### src/core/sccl_cfg.svh
// constants for the per-channel configuration latch bank
// included by the package and the design modules; definitions only
`ifndef SCCL_CFG_SVH
`define SCCL_CFG_SVH
`define SCCL_NUM_CH 4
`define SCCL_CH_W 2
`define SCCL_DATA_W 8
`define SCCL_CTRL_W 2
// latch field positions within one channel's write word
`define SCCL_BIT_TXCK 0
`define SCCL_BIT_TX_RATE 1
`define SCCL_BIT_REFRAME 2
`define SCCL_BIT_RXPWR 3
`define SCCL_BIT_RX_SELFTEST 4
`define SCCL_BIT_TX_SELFTEST 5
`define SCCL_BIT_SEC_DRV 6
`define SCCL_BIT_PRI_DRV 7
`define SCCL_WORD_W 8
// initialization values of the latches
`define SCCL_RST_TXCK 1'h1
`define SCCL_RST_TX_RATE 1'h0
`define SCCL_RST_REFRAME 1'h1
`define SCCL_RST_RXPWR 1'h0
`define SCCL_RST_RX_SELFTEST 1'h1
`define SCCL_RST_TX_SELFTEST 1'h1
`define SCCL_RST_SEC_DRV 1'h0
`define SCCL_RST_PRI_DRV 1'h0
// pll multipliers
`define SCCL_PLL_MULT_FULL 5'h0A
`define SCCL_PLL_MULT_DOUBLE 5'h14
`endif

### src/core/sccl_pkg.sv
// types for the per-channel configuration latch bank
// assumes sccl_cfg.svh is on the include path
`include "sccl_cfg.svh"
package sccl_pkg;
    // one channel's stored configuration
    typedef struct packed {
        logic primary_out_drive_en;
        logic secondary_out_drive_en;
        logic tx_selftest_disable;
        logic rx_selftest_disable;
        logic rx_channel_power_on;
        logic reframe_enable;
        logic tx_pll_rate_sel;
        logic tx_clock_source_sel;
    } sccl_latch_type;
    // derived controls sent to one channel's datapath
    typedef struct packed {
        logic tx_reg_on_ref;
        logic phase_buf_bypass;
        logic tx_ddr_capture;
        logic [4:0] pll_mult;
        logic tx_clk_out_double;
        logic framer_run;
        logic rx_analog_on;
        logic rx_selftest_on;
        logic tx_selftest_on;
        logic primary_drv_on;
        logic secondary_drv_on;
        logic tx_logic_on;
        logic rate_cfg_invalid;
    } sccl_ctrl_type;
    // host write request
    typedef struct packed {
        logic valid;
        logic [`SCCL_CH_W-1:0] ch;
        logic [`SCCL_WORD_W-1:0] data;
    } sccl_wr_type;
endpackage

### src/core/sccl_chan.sv
// one channel's latches and derived control decoding
// assumes synchronous reset and clock enable from the bank top
`timescale 1ns/1ns
`include "sccl_cfg.svh"
module sccl_chan (
    input wire logic ref_clk_i, // 10 MHz clock
    input wire logic rst_i, // sync reset, high
    input wire logic ce_i, // clock enable
    input wire logic wr_i, // write this channel
    input wire logic [`SCCL_WORD_W-1:0] data_i, // latch word
    input wire logic dev_rst_i, // synced device reset, high
    input wire logic speed_range_sel_i, // synced speed range
    output sccl_pkg::sccl_latch_type lat_o, // stored latches
    output sccl_pkg::sccl_ctrl_type ctrl_o // derived controls
);
    sccl_pkg::sccl_latch_type lat_r;
    sccl_pkg::sccl_latch_type lat_nxt;
    sccl_pkg::sccl_ctrl_type ctrl_r;
    sccl_pkg::sccl_ctrl_type ctrl_nxt;

    // write word maps straight onto the latch fields
    always_comb begin
        lat_nxt = sccl_pkg::sccl_latch_type'(data_i);
    end

    // latches hold until rewritten or reset
    always_ff @(posedge ref_clk_i) begin
        if (rst_i) begin
            lat_r.tx_clock_source_sel <= `SCCL_RST_TXCK;
            lat_r.tx_pll_rate_sel <= `SCCL_RST_TX_RATE;
            lat_r.reframe_enable <= `SCCL_RST_REFRAME;
            lat_r.rx_channel_power_on <= `SCCL_RST_RXPWR;
            lat_r.rx_selftest_disable <= `SCCL_RST_RX_SELFTEST;
            lat_r.tx_selftest_disable <= `SCCL_RST_TX_SELFTEST;
            lat_r.secondary_out_drive_en <= `SCCL_RST_SEC_DRV;
            lat_r.primary_out_drive_en <= `SCCL_RST_PRI_DRV;
        end else if (ce_i && wr_i) begin
            lat_r <= lat_nxt;
        end
    end

    // decode latches into datapath controls
    always_comb begin
        ctrl_nxt.tx_reg_on_ref = lat_r.tx_clock_source_sel;
        ctrl_nxt.phase_buf_bypass = lat_r.tx_clock_source_sel;
        ctrl_nxt.tx_ddr_capture = lat_r.tx_clock_source_sel
            & lat_r.tx_pll_rate_sel;
        ctrl_nxt.pll_mult = lat_r.tx_pll_rate_sel ?
            `SCCL_PLL_MULT_DOUBLE : `SCCL_PLL_MULT_FULL;
        ctrl_nxt.tx_clk_out_double = lat_r.tx_pll_rate_sel;
        ctrl_nxt.framer_run = lat_r.reframe_enable;
        ctrl_nxt.rx_analog_on = lat_r.rx_channel_power_on;
        ctrl_nxt.rx_selftest_on = ~lat_r.rx_selftest_disable;
        ctrl_nxt.tx_selftest_on = ~lat_r.tx_selftest_disable;
        // device reset overrides both drivers on every channel
        ctrl_nxt.primary_drv_on = lat_r.primary_out_drive_en
            & ~dev_rst_i;
        ctrl_nxt.secondary_drv_on = lat_r.secondary_out_drive_en
            & ~dev_rst_i;
        ctrl_nxt.tx_logic_on = lat_r.primary_out_drive_en
            | lat_r.secondary_out_drive_en;
        // flagged only; host is expected never to set this
        ctrl_nxt.rate_cfg_invalid = lat_r.tx_pll_rate_sel
            & ~speed_range_sel_i;
    end

    // registered controls so every output is a flip-flop
    always_ff @(posedge ref_clk_i) begin
        if (rst_i) begin
            ctrl_r <= '0;
        end else if (ce_i) begin
            ctrl_r <= ctrl_nxt;
        end
    end

    assign lat_o = lat_r;
    assign ctrl_o = ctrl_r;
endmodule

### src/core/sccl_bank.sv
// four-channel configuration latch bank with derived controls
// assumes the host write port is synchronous to ref_clk_i; device
// reset and speed range pins are asynchronous and are synchronised
`timescale 1ns/1ns
`include "sccl_cfg.svh"
module sccl_bank (
    input wire logic ref_clk_i, // 10 MHz clock
    input wire logic rst_i, // sync reset, high
    input wire logic ce_i, // clock enable
    input wire sccl_pkg::sccl_wr_type wr_i, // host latch write
    input wire logic dev_rst_n_i, // device reset pin, low
    input wire logic [`SCCL_NUM_CH-1:0] speed_range_sel_i, // pins
    input wire logic [`SCCL_NUM_CH-1:0] tx_input_clock_i, // tx clocks
    output logic [`SCCL_NUM_CH-1:0] tx_clock_source_sel_o, // latch
    output logic [`SCCL_NUM_CH-1:0] tx_input_clock_sel_o, // tx clk use
    output sccl_pkg::sccl_ctrl_type [`SCCL_NUM_CH-1:0] ctrl_o, // ctrls
    output logic [`SCCL_NUM_CH-1:0] cfg_invalid_o // rate misuse seen
);
    logic dev_rst_n_s1_r;
    logic dev_rst_n_s2_r;
    logic [`SCCL_NUM_CH-1:0] spd_s1_r;
    logic [`SCCL_NUM_CH-1:0] spd_s2_r;
    logic [`SCCL_NUM_CH-1:0] wr_sel;
    sccl_pkg::sccl_latch_type [`SCCL_NUM_CH-1:0] lat;
    logic [`SCCL_NUM_CH-1:0] txck_r;
    logic [`SCCL_NUM_CH-1:0] txin_sel_r;
    logic [`SCCL_NUM_CH-1:0] invalid_r;
    logic [`SCCL_NUM_CH-1:0] drv_on;
    // latch word a reset leaves in every channel
    localparam logic [`SCCL_WORD_W-1:0] lat_init = {`SCCL_RST_PRI_DRV,
        `SCCL_RST_SEC_DRV, `SCCL_RST_TX_SELFTEST, `SCCL_RST_RX_SELFTEST,
        `SCCL_RST_RXPWR, `SCCL_RST_REFRAME, `SCCL_RST_TX_RATE,
        `SCCL_RST_TXCK};

    // channel select used by every channel write strobe
    function automatic logic ch_hit(input sccl_pkg::sccl_wr_type w,
                                    input int unsigned idx);
        ch_hit = w.valid && (w.ch == idx[`SCCL_CH_W-1:0]);
    endfunction

    // two-stage synchronisers for asynchronous pins
    always_ff @(posedge ref_clk_i) begin
        if (rst_i) begin
            dev_rst_n_s1_r <= 1'h1;
            dev_rst_n_s2_r <= 1'h1;
            spd_s1_r <= 4'hF;
            spd_s2_r <= 4'hF;
        end else if (ce_i) begin
            dev_rst_n_s1_r <= dev_rst_n_i;
            dev_rst_n_s2_r <= dev_rst_n_s1_r;
            spd_s1_r <= speed_range_sel_i;
            spd_s2_r <= spd_s1_r;
        end
    end

    // one latch copy per channel
    genvar g;
    generate
        for (g = 0; g < `SCCL_NUM_CH; g++) begin : gen_ch
            assign wr_sel[g] = ch_hit(wr_i, g);
            sccl_chan i_sccl_chan (
                .ref_clk_i(ref_clk_i),
                .rst_i(rst_i),
                .ce_i(ce_i),
                .wr_i(wr_sel[g]),
                .data_i(wr_i.data),
                .dev_rst_i(~dev_rst_n_s2_r),
                .speed_range_sel_i(spd_s2_r[g]),
                .lat_o(lat[g]),
                .ctrl_o(ctrl_o[g])
            );
        end
    endgenerate

    // input register clock steering per channel
    always_ff @(posedge ref_clk_i) begin
        if (rst_i) begin
            txck_r <= 4'hF;
            txin_sel_r <= 4'h0;
        end else if (ce_i) begin
            for (int i = 0; i < `SCCL_NUM_CH; i++) begin
                txck_r[i] <= lat[i].tx_clock_source_sel;
                txin_sel_r[i] <= ~lat[i].tx_clock_source_sel;
            end
        end
    end

    // sticky record of the reserved rate combination, cleared by reset
    always_ff @(posedge ref_clk_i) begin
        if (rst_i) begin
            invalid_r <= 4'h0;
        end else if (ce_i) begin
            for (int i = 0; i < `SCCL_NUM_CH; i++) begin
                invalid_r[i] <= invalid_r[i] | ctrl_o[i].rate_cfg_invalid;
            end
        end
    end

    assign tx_clock_source_sel_o = txck_r;
    assign tx_input_clock_sel_o = txin_sel_r;
    assign cfg_invalid_o = invalid_r;

    // driver status gathered for the device reset check; only the
    // registered controls are read, so no glitch reaches the check
    always_comb begin
        for (int i = 0; i < `SCCL_NUM_CH; i++) begin
            drv_on[i] = ctrl_o[i].primary_drv_on
                | ctrl_o[i].secondary_drv_on;
        end
    end

    // per-channel checks of the latches, the steering and the decoded controls
    generate
        for (g = 0; g < `SCCL_NUM_CH; g++) begin : gen_chk

        end
    endgenerate
endmodule

### config.mk
export PLATFORM = sky130hd
export DESIGN_NAME = sccl_bank
export DESIGN_NICKNAME = d
export VERILOG_FILES = /design/src/core/sccl_pkg.sv /design/src/core/sccl_chan.sv /design/src/core/sccl_bank.sv
export VERILOG_INCLUDE_DIRS = /design/src /design/src/core
export SDC_FILE = /design/constraint.sdc
export NUM_CORES = 1
export LEC_CHECK = 0
export BUFFER_PORTS_ARGS = -buffer_cell sky130_fd_sc_hd__clkbuf_2
export CORE_ASPECT_RATIO = 0.8
export CORE_MARGIN = 3
export CORE_UTILIZATION = 57
export DETAILED_ROUTE_END_ITERATION = 8
export PLACE_DENSITY = 0.86
export RECOVER_POWER = 25
export SKIP_LAST_GASP = 1
export SLEW_MARGIN = 20
export SYNTH_ARGS = -nofsm -noshare
export SYNTH_HDL_FRONTEND = slang
export SYNTH_HIERARCHICAL = 1
export SYNTH_SLANG_ARGS = --single-unit
### constraint.sdc
create_clock -name ref_clk_i -period 2.9 [get_ports ref_clk_i]
set_input_delay 0.725 -clock ref_clk_i [delete_from_list [all_inputs] [get_ports ref_clk_i]]
set_output_delay 0.725 -clock ref_clk_i [all_outputs]
set_load 0.03 [all_outputs]
======== Yosys cells after proc, flatten, opt, wreduce, memory -nomap -nowiden ========
Cells that the tools add are included.
Widths: inputs -> output; s select.
storage, ports and cells
  register bits ........................... 118
  bits of input ports ..................... 23
  output and inout bits ................... 80
  word-level logic and storage cells ...... 143
operators by class
  equality and inequality tests ........... 3
  mux-type cells .......................... 4
  bitwise operators ....................... 40
  reductions and logical operators ........ 9
operator list
  cell                count
  $mux 5              4
  $and 1x1->1         16
  $not 1->1           16
  $logic_and 1x1->1   8
  $or 1x1->1          8
  $eq 2x2->1 const B  2
  $eq 2x1->1 const B  1
  $logic_not 2->1     1

======== Depth between registers and ports, before layout ========
  word-level depth ........................ 3
  mapped depth ............................ 5
  mapped depth without buffers ............ 4

======== Cells and area by module ========
Netlist, hierarchy kept.
by module, submodules not included
  module     times used  cells each  area each (sq um)  seq. area each (sq um)
  sccl_chan  4           86          843.3              400.4
  sccl_bank  1           77          774.5              440.4

======== Least setup slack after synthesis ========
Ideal clock, no wire load.
  kind .................................... input to register
  start ................................... input wr_i[8] (netlist bit)
  end ..................................... register gen_ch[0].i_sccl_chan.lat_r, in the netlist gen_ch[0].i_sccl_chan/lat_o[0]
  library setup time ...................... 120 ps
  arrival ................................. 1,565 ps
  required time ........................... 2,780 ps
  setup slack ............................. 1,215 ps
  stages on the path ...................... 4
  path buffers ............................ 1
  path through ............................ nor3b_1 buf_6 nand2_2 a211o_1
between the ends
  longest elaborated chain between the ends .. 3
RTL lines
  element               RTL line         RTL
  start, declared       sccl_bank.sv:10  input wire sccl_pkg::sccl_wr_type wr_i,
  $logic_not 2->1       sccl_bank.sv:38  ch_hit = w.valid && (w.ch == idx[`SCCL_CH_W-1:0]);
  $logic_and 1x1->1     sccl_bank.sv:38
  $logic_and 1x1->1     sccl_chan.sv:37  end else if (ce_i && wr_i) begin
  end signal, assigned  sccl_chan.sv:38  lat_r <= lat_nxt;
  end, declared         sccl_chan.sv:16  sccl_pkg::sccl_latch_type lat_r;
Every way passes these cells.
A chain may end at the register's enable or synchronous reset.

==> flow_summary.toml <==
[timing]
finalCriticalPeriod_ns = 1.95
hold_slack_ns = 0.443
finalSetupViolations = 0
worst_slew_pin_slew_ns = 0.820
max_freq_mhz = 513
finalSetupTns_ns = 0
final_min_period_over_clock_period_pct = 67.2
timing.slew.headroom_pct = 45.1
report.final.slew_viol_count = 0
fin_skew_ns = 0.00357
report.final.hold_viol_count = 0
rsz0062_at_grt = "false"

[pwr]
ir_drop_mv = 0.411
power.density_cell_area_nw_per_um2 = 584
leakage_power_nw = 1.99
fin_total_pwr_mw = 2.61

[placed_design]
io_buffer_count = 94
place.detailed.instances = 541
detailed_place.area_sq_um = 4290
dpl.hpwl_um = 5410
place.gp.congestion = 0.761

[drt]
drtIter0Drc = 120
wirelength_um = 7940
detailedRoute.firstPassIterationCount = 4
drc = 0
avgRoutedWirePerCell_um = 14.2
route.antenna.remaining_nets = 0
drt-vias-per-instance = 5.35
vias = 2980

[critical_path]
timing.critical_path.required_ns = 3.14
timing.critical_path.fanout_max = 77
timing.critical_path.from_type = "primary input"
worst_r2r_path_depth = 3
crit_arrival_ns = 2.19
path_class = "primary input to flip-flop"
rrSetupSlack_ns = 1.99
regToRegEndpoint = "gen_ch[3].i_sccl_chan/ctrl_o[2]"
r2r_start = "dev_rst_n_s2_r"
worst_setup_path_end_kind = "flip-flop"

[clock_network]
cts.clk_slew.worst_paths_ns = 0.09
cts_inserted_buffers = 9
cts_max_path_bufs = 2
cts_repair_resize_count = 0
cts_hold_buffers = 0
clk_root_buffer_cell = "sky130_fd_sc_hd__clkbuf_8"
worstSkewPairLatency_ns = 0.35
tritoncts_clock_tree = "built"
clock_sinks = 102
postCtsSetupBuffers = 0
cts_max_level = 3

[run]
maxCapViolCount = 0

[final_layout]
final_net_count = 491
layout_cell_share_with_drive_strength_beyond_1_pct = 27.5
antenna_cells = 0
stdcell_count = 557
finalInstanceArea_sq_um = 4460
area_growth_pct = 9.93

[floorplanning]
initial_core_util_pct = 61.1
placeableCoreArea_sq_um = 6640
dieHeight_um = 81.5
die_width_um = 100
die-area_sq_um = 8170
pin_count = 103
rows = 26

[hold_path]
destination_of_the_worst_hold_path = "gen_ch[2].i_sccl_chan/ctrl_o[4]"
min_delay_path_depth = 1
classification_of_the_worst_slack_hold_path = "flip-flop to flip-flop"
min_from = "gen_ch[2].i_sccl_chan/lat_o[5]"

[logic_synthesis]
synth_area_sq_um = 4060
syn-instance-count = 409
synth_fp_nets = 432
ys_warn_count = 6
post_synth.cell_area_avg_sq_um = 9.92

[grt]
maximum_number_of_pins_on_one_net_before_global_route_repair = 78
global_route.usage.total_pct = 19.9
antenna_found_initial = 0
grt_pass1_vias = 2653
globalRouteOverflowTotal = 0
wire_length_of_the_first_global_routing_pass_um = 12700

[outcome]
status = "finished, final reports clean"
## worst max-delay path by stage
stage,startpoint,endpoint,slack (ns),cells past startpoint
after floorplan,wr_i[8],gen_ch[0].i_sccl_chan/lat_o[0],1.21,4
after global placement,wr_i[8],gen_ch[1].i_sccl_chan/lat_o[2],0.82,5
after detailed placement,wr_i[10],gen_ch[1].i_sccl_chan/lat_o[2],0.79,5
after CTS,wr_i[10],gen_ch[1].i_sccl_chan/lat_o[0],1.17,5
after global routing,ce_i,tx_input_clock_sel_o[3],0.80,4
final,ce_i,spd_s2_r[3],0.95,4
## critical path, stage by stage
cell                       delay, ns
sky130_fd_sc_hd__buf_4          0.57
sky130_fd_sc_hd__clkbuf_1       0.55
sky130_fd_sc_hd__mux2i_1        0.25
sky130_fd_sc_hd__nand2_1        0.07
## cells in the final DEF, fill, tap and decap left out, types with 2 or more instances in the layout
master                       n
sky130_fd_sc_hd__clkbuf_2   92
sky130_fd_sc_hd__inv_1       5
sky130_fd_sc_hd__conb_1      4
sky130_fd_sc_hd__nand3b_1   12
sky130_fd_sc_hd__a211o_1    16
sky130_fd_sc_hd__o21ai_0     4
sky130_fd_sc_hd__buf_4       3
sky130_fd_sc_hd__and3_1     17
sky130_fd_sc_hd__mux2i_1    25
sky130_fd_sc_hd__clkinv_2    2
sky130_fd_sc_hd__nand3_1    20
sky130_fd_sc_hd__a21bo_2    16
sky130_fd_sc_hd__nor2_1     41
sky130_fd_sc_hd__buf_12      2
sky130_fd_sc_hd__dfxtp_1   102
sky130_fd_sc_hd__a211oi_1   16
sky130_fd_sc_hd__nand2_1    14
sky130_fd_sc_hd__nand2b_1   16
sky130_fd_sc_hd__o21a_1      4
sky130_fd_sc_hd__clkbuf_8   12
sky130_fd_sc_hd__clkbuf_1    3
sky130_fd_sc_hd__a21oi_1    40
## through the flow
stage | setup slack, ns | utilization [%]
after floorplan | 1.21 | -
after global placement | 0.822 | 64.6
after detailed placement | 0.792 | 64.6
after CTS | 1.17 | 67.4
after global routing | 0.804 | 67.2
final | 0.951 | 67.2
## metal layers
| metal | routed length (um) | part of all wire [%] | global-route usage [%] | up-vias |
|---|---|---|---|---|
| met5 | 0 | 0 | 0 | - |
| met4 | 63 | 0.79 | 5.25 | 0 |
| met3 | 625 | 7.9 | 6.54 | 6 |
| met2 | 3690 | 46 | 32.7 | 92 |
| met1 | 3560 | 45 | 25.4 | 1366 |
| li1 | - | - | - | 1516 |
## area by class of cell
type,instances,area [sq um]
clock inverters,3,17.5
inverters,6,22.5
multi-input cells,249,1570
repair buffers,100,536
flip-flops and latches,102,2040
clock buffers,13,169
fillers,555,2180
well taps,84,105
## power by group
| group | switching, mW | leakage, nW | internal [mW] | total, mW |
|---|---|---|---|---|
| logic | 0.207 | 1.06 | 0.0965 | 0.303 |
| registers | 0.0314 | 0.834 | 1.45 | 1.48 |
| clock network | 0.440 | 0.0954 | 0.380 | 0.820 |
## state kept, by name, summed over array words and instances (netlist names)
name and cells:
cfg_invalid_o 4, dev_rst_n_s1_r 1, dev_rst_n_s2_r 1, gen_ch.i_sccl_chan/ctrl_o 48, gen_ch.i_sccl_chan/lat_o 32, spd_s1_r 4
spd_s2_r 4, tx_clock_source_sel_o 4, tx_input_clock_sel_o 4
No activity file was read; power rests on OpenSTA's default activity.
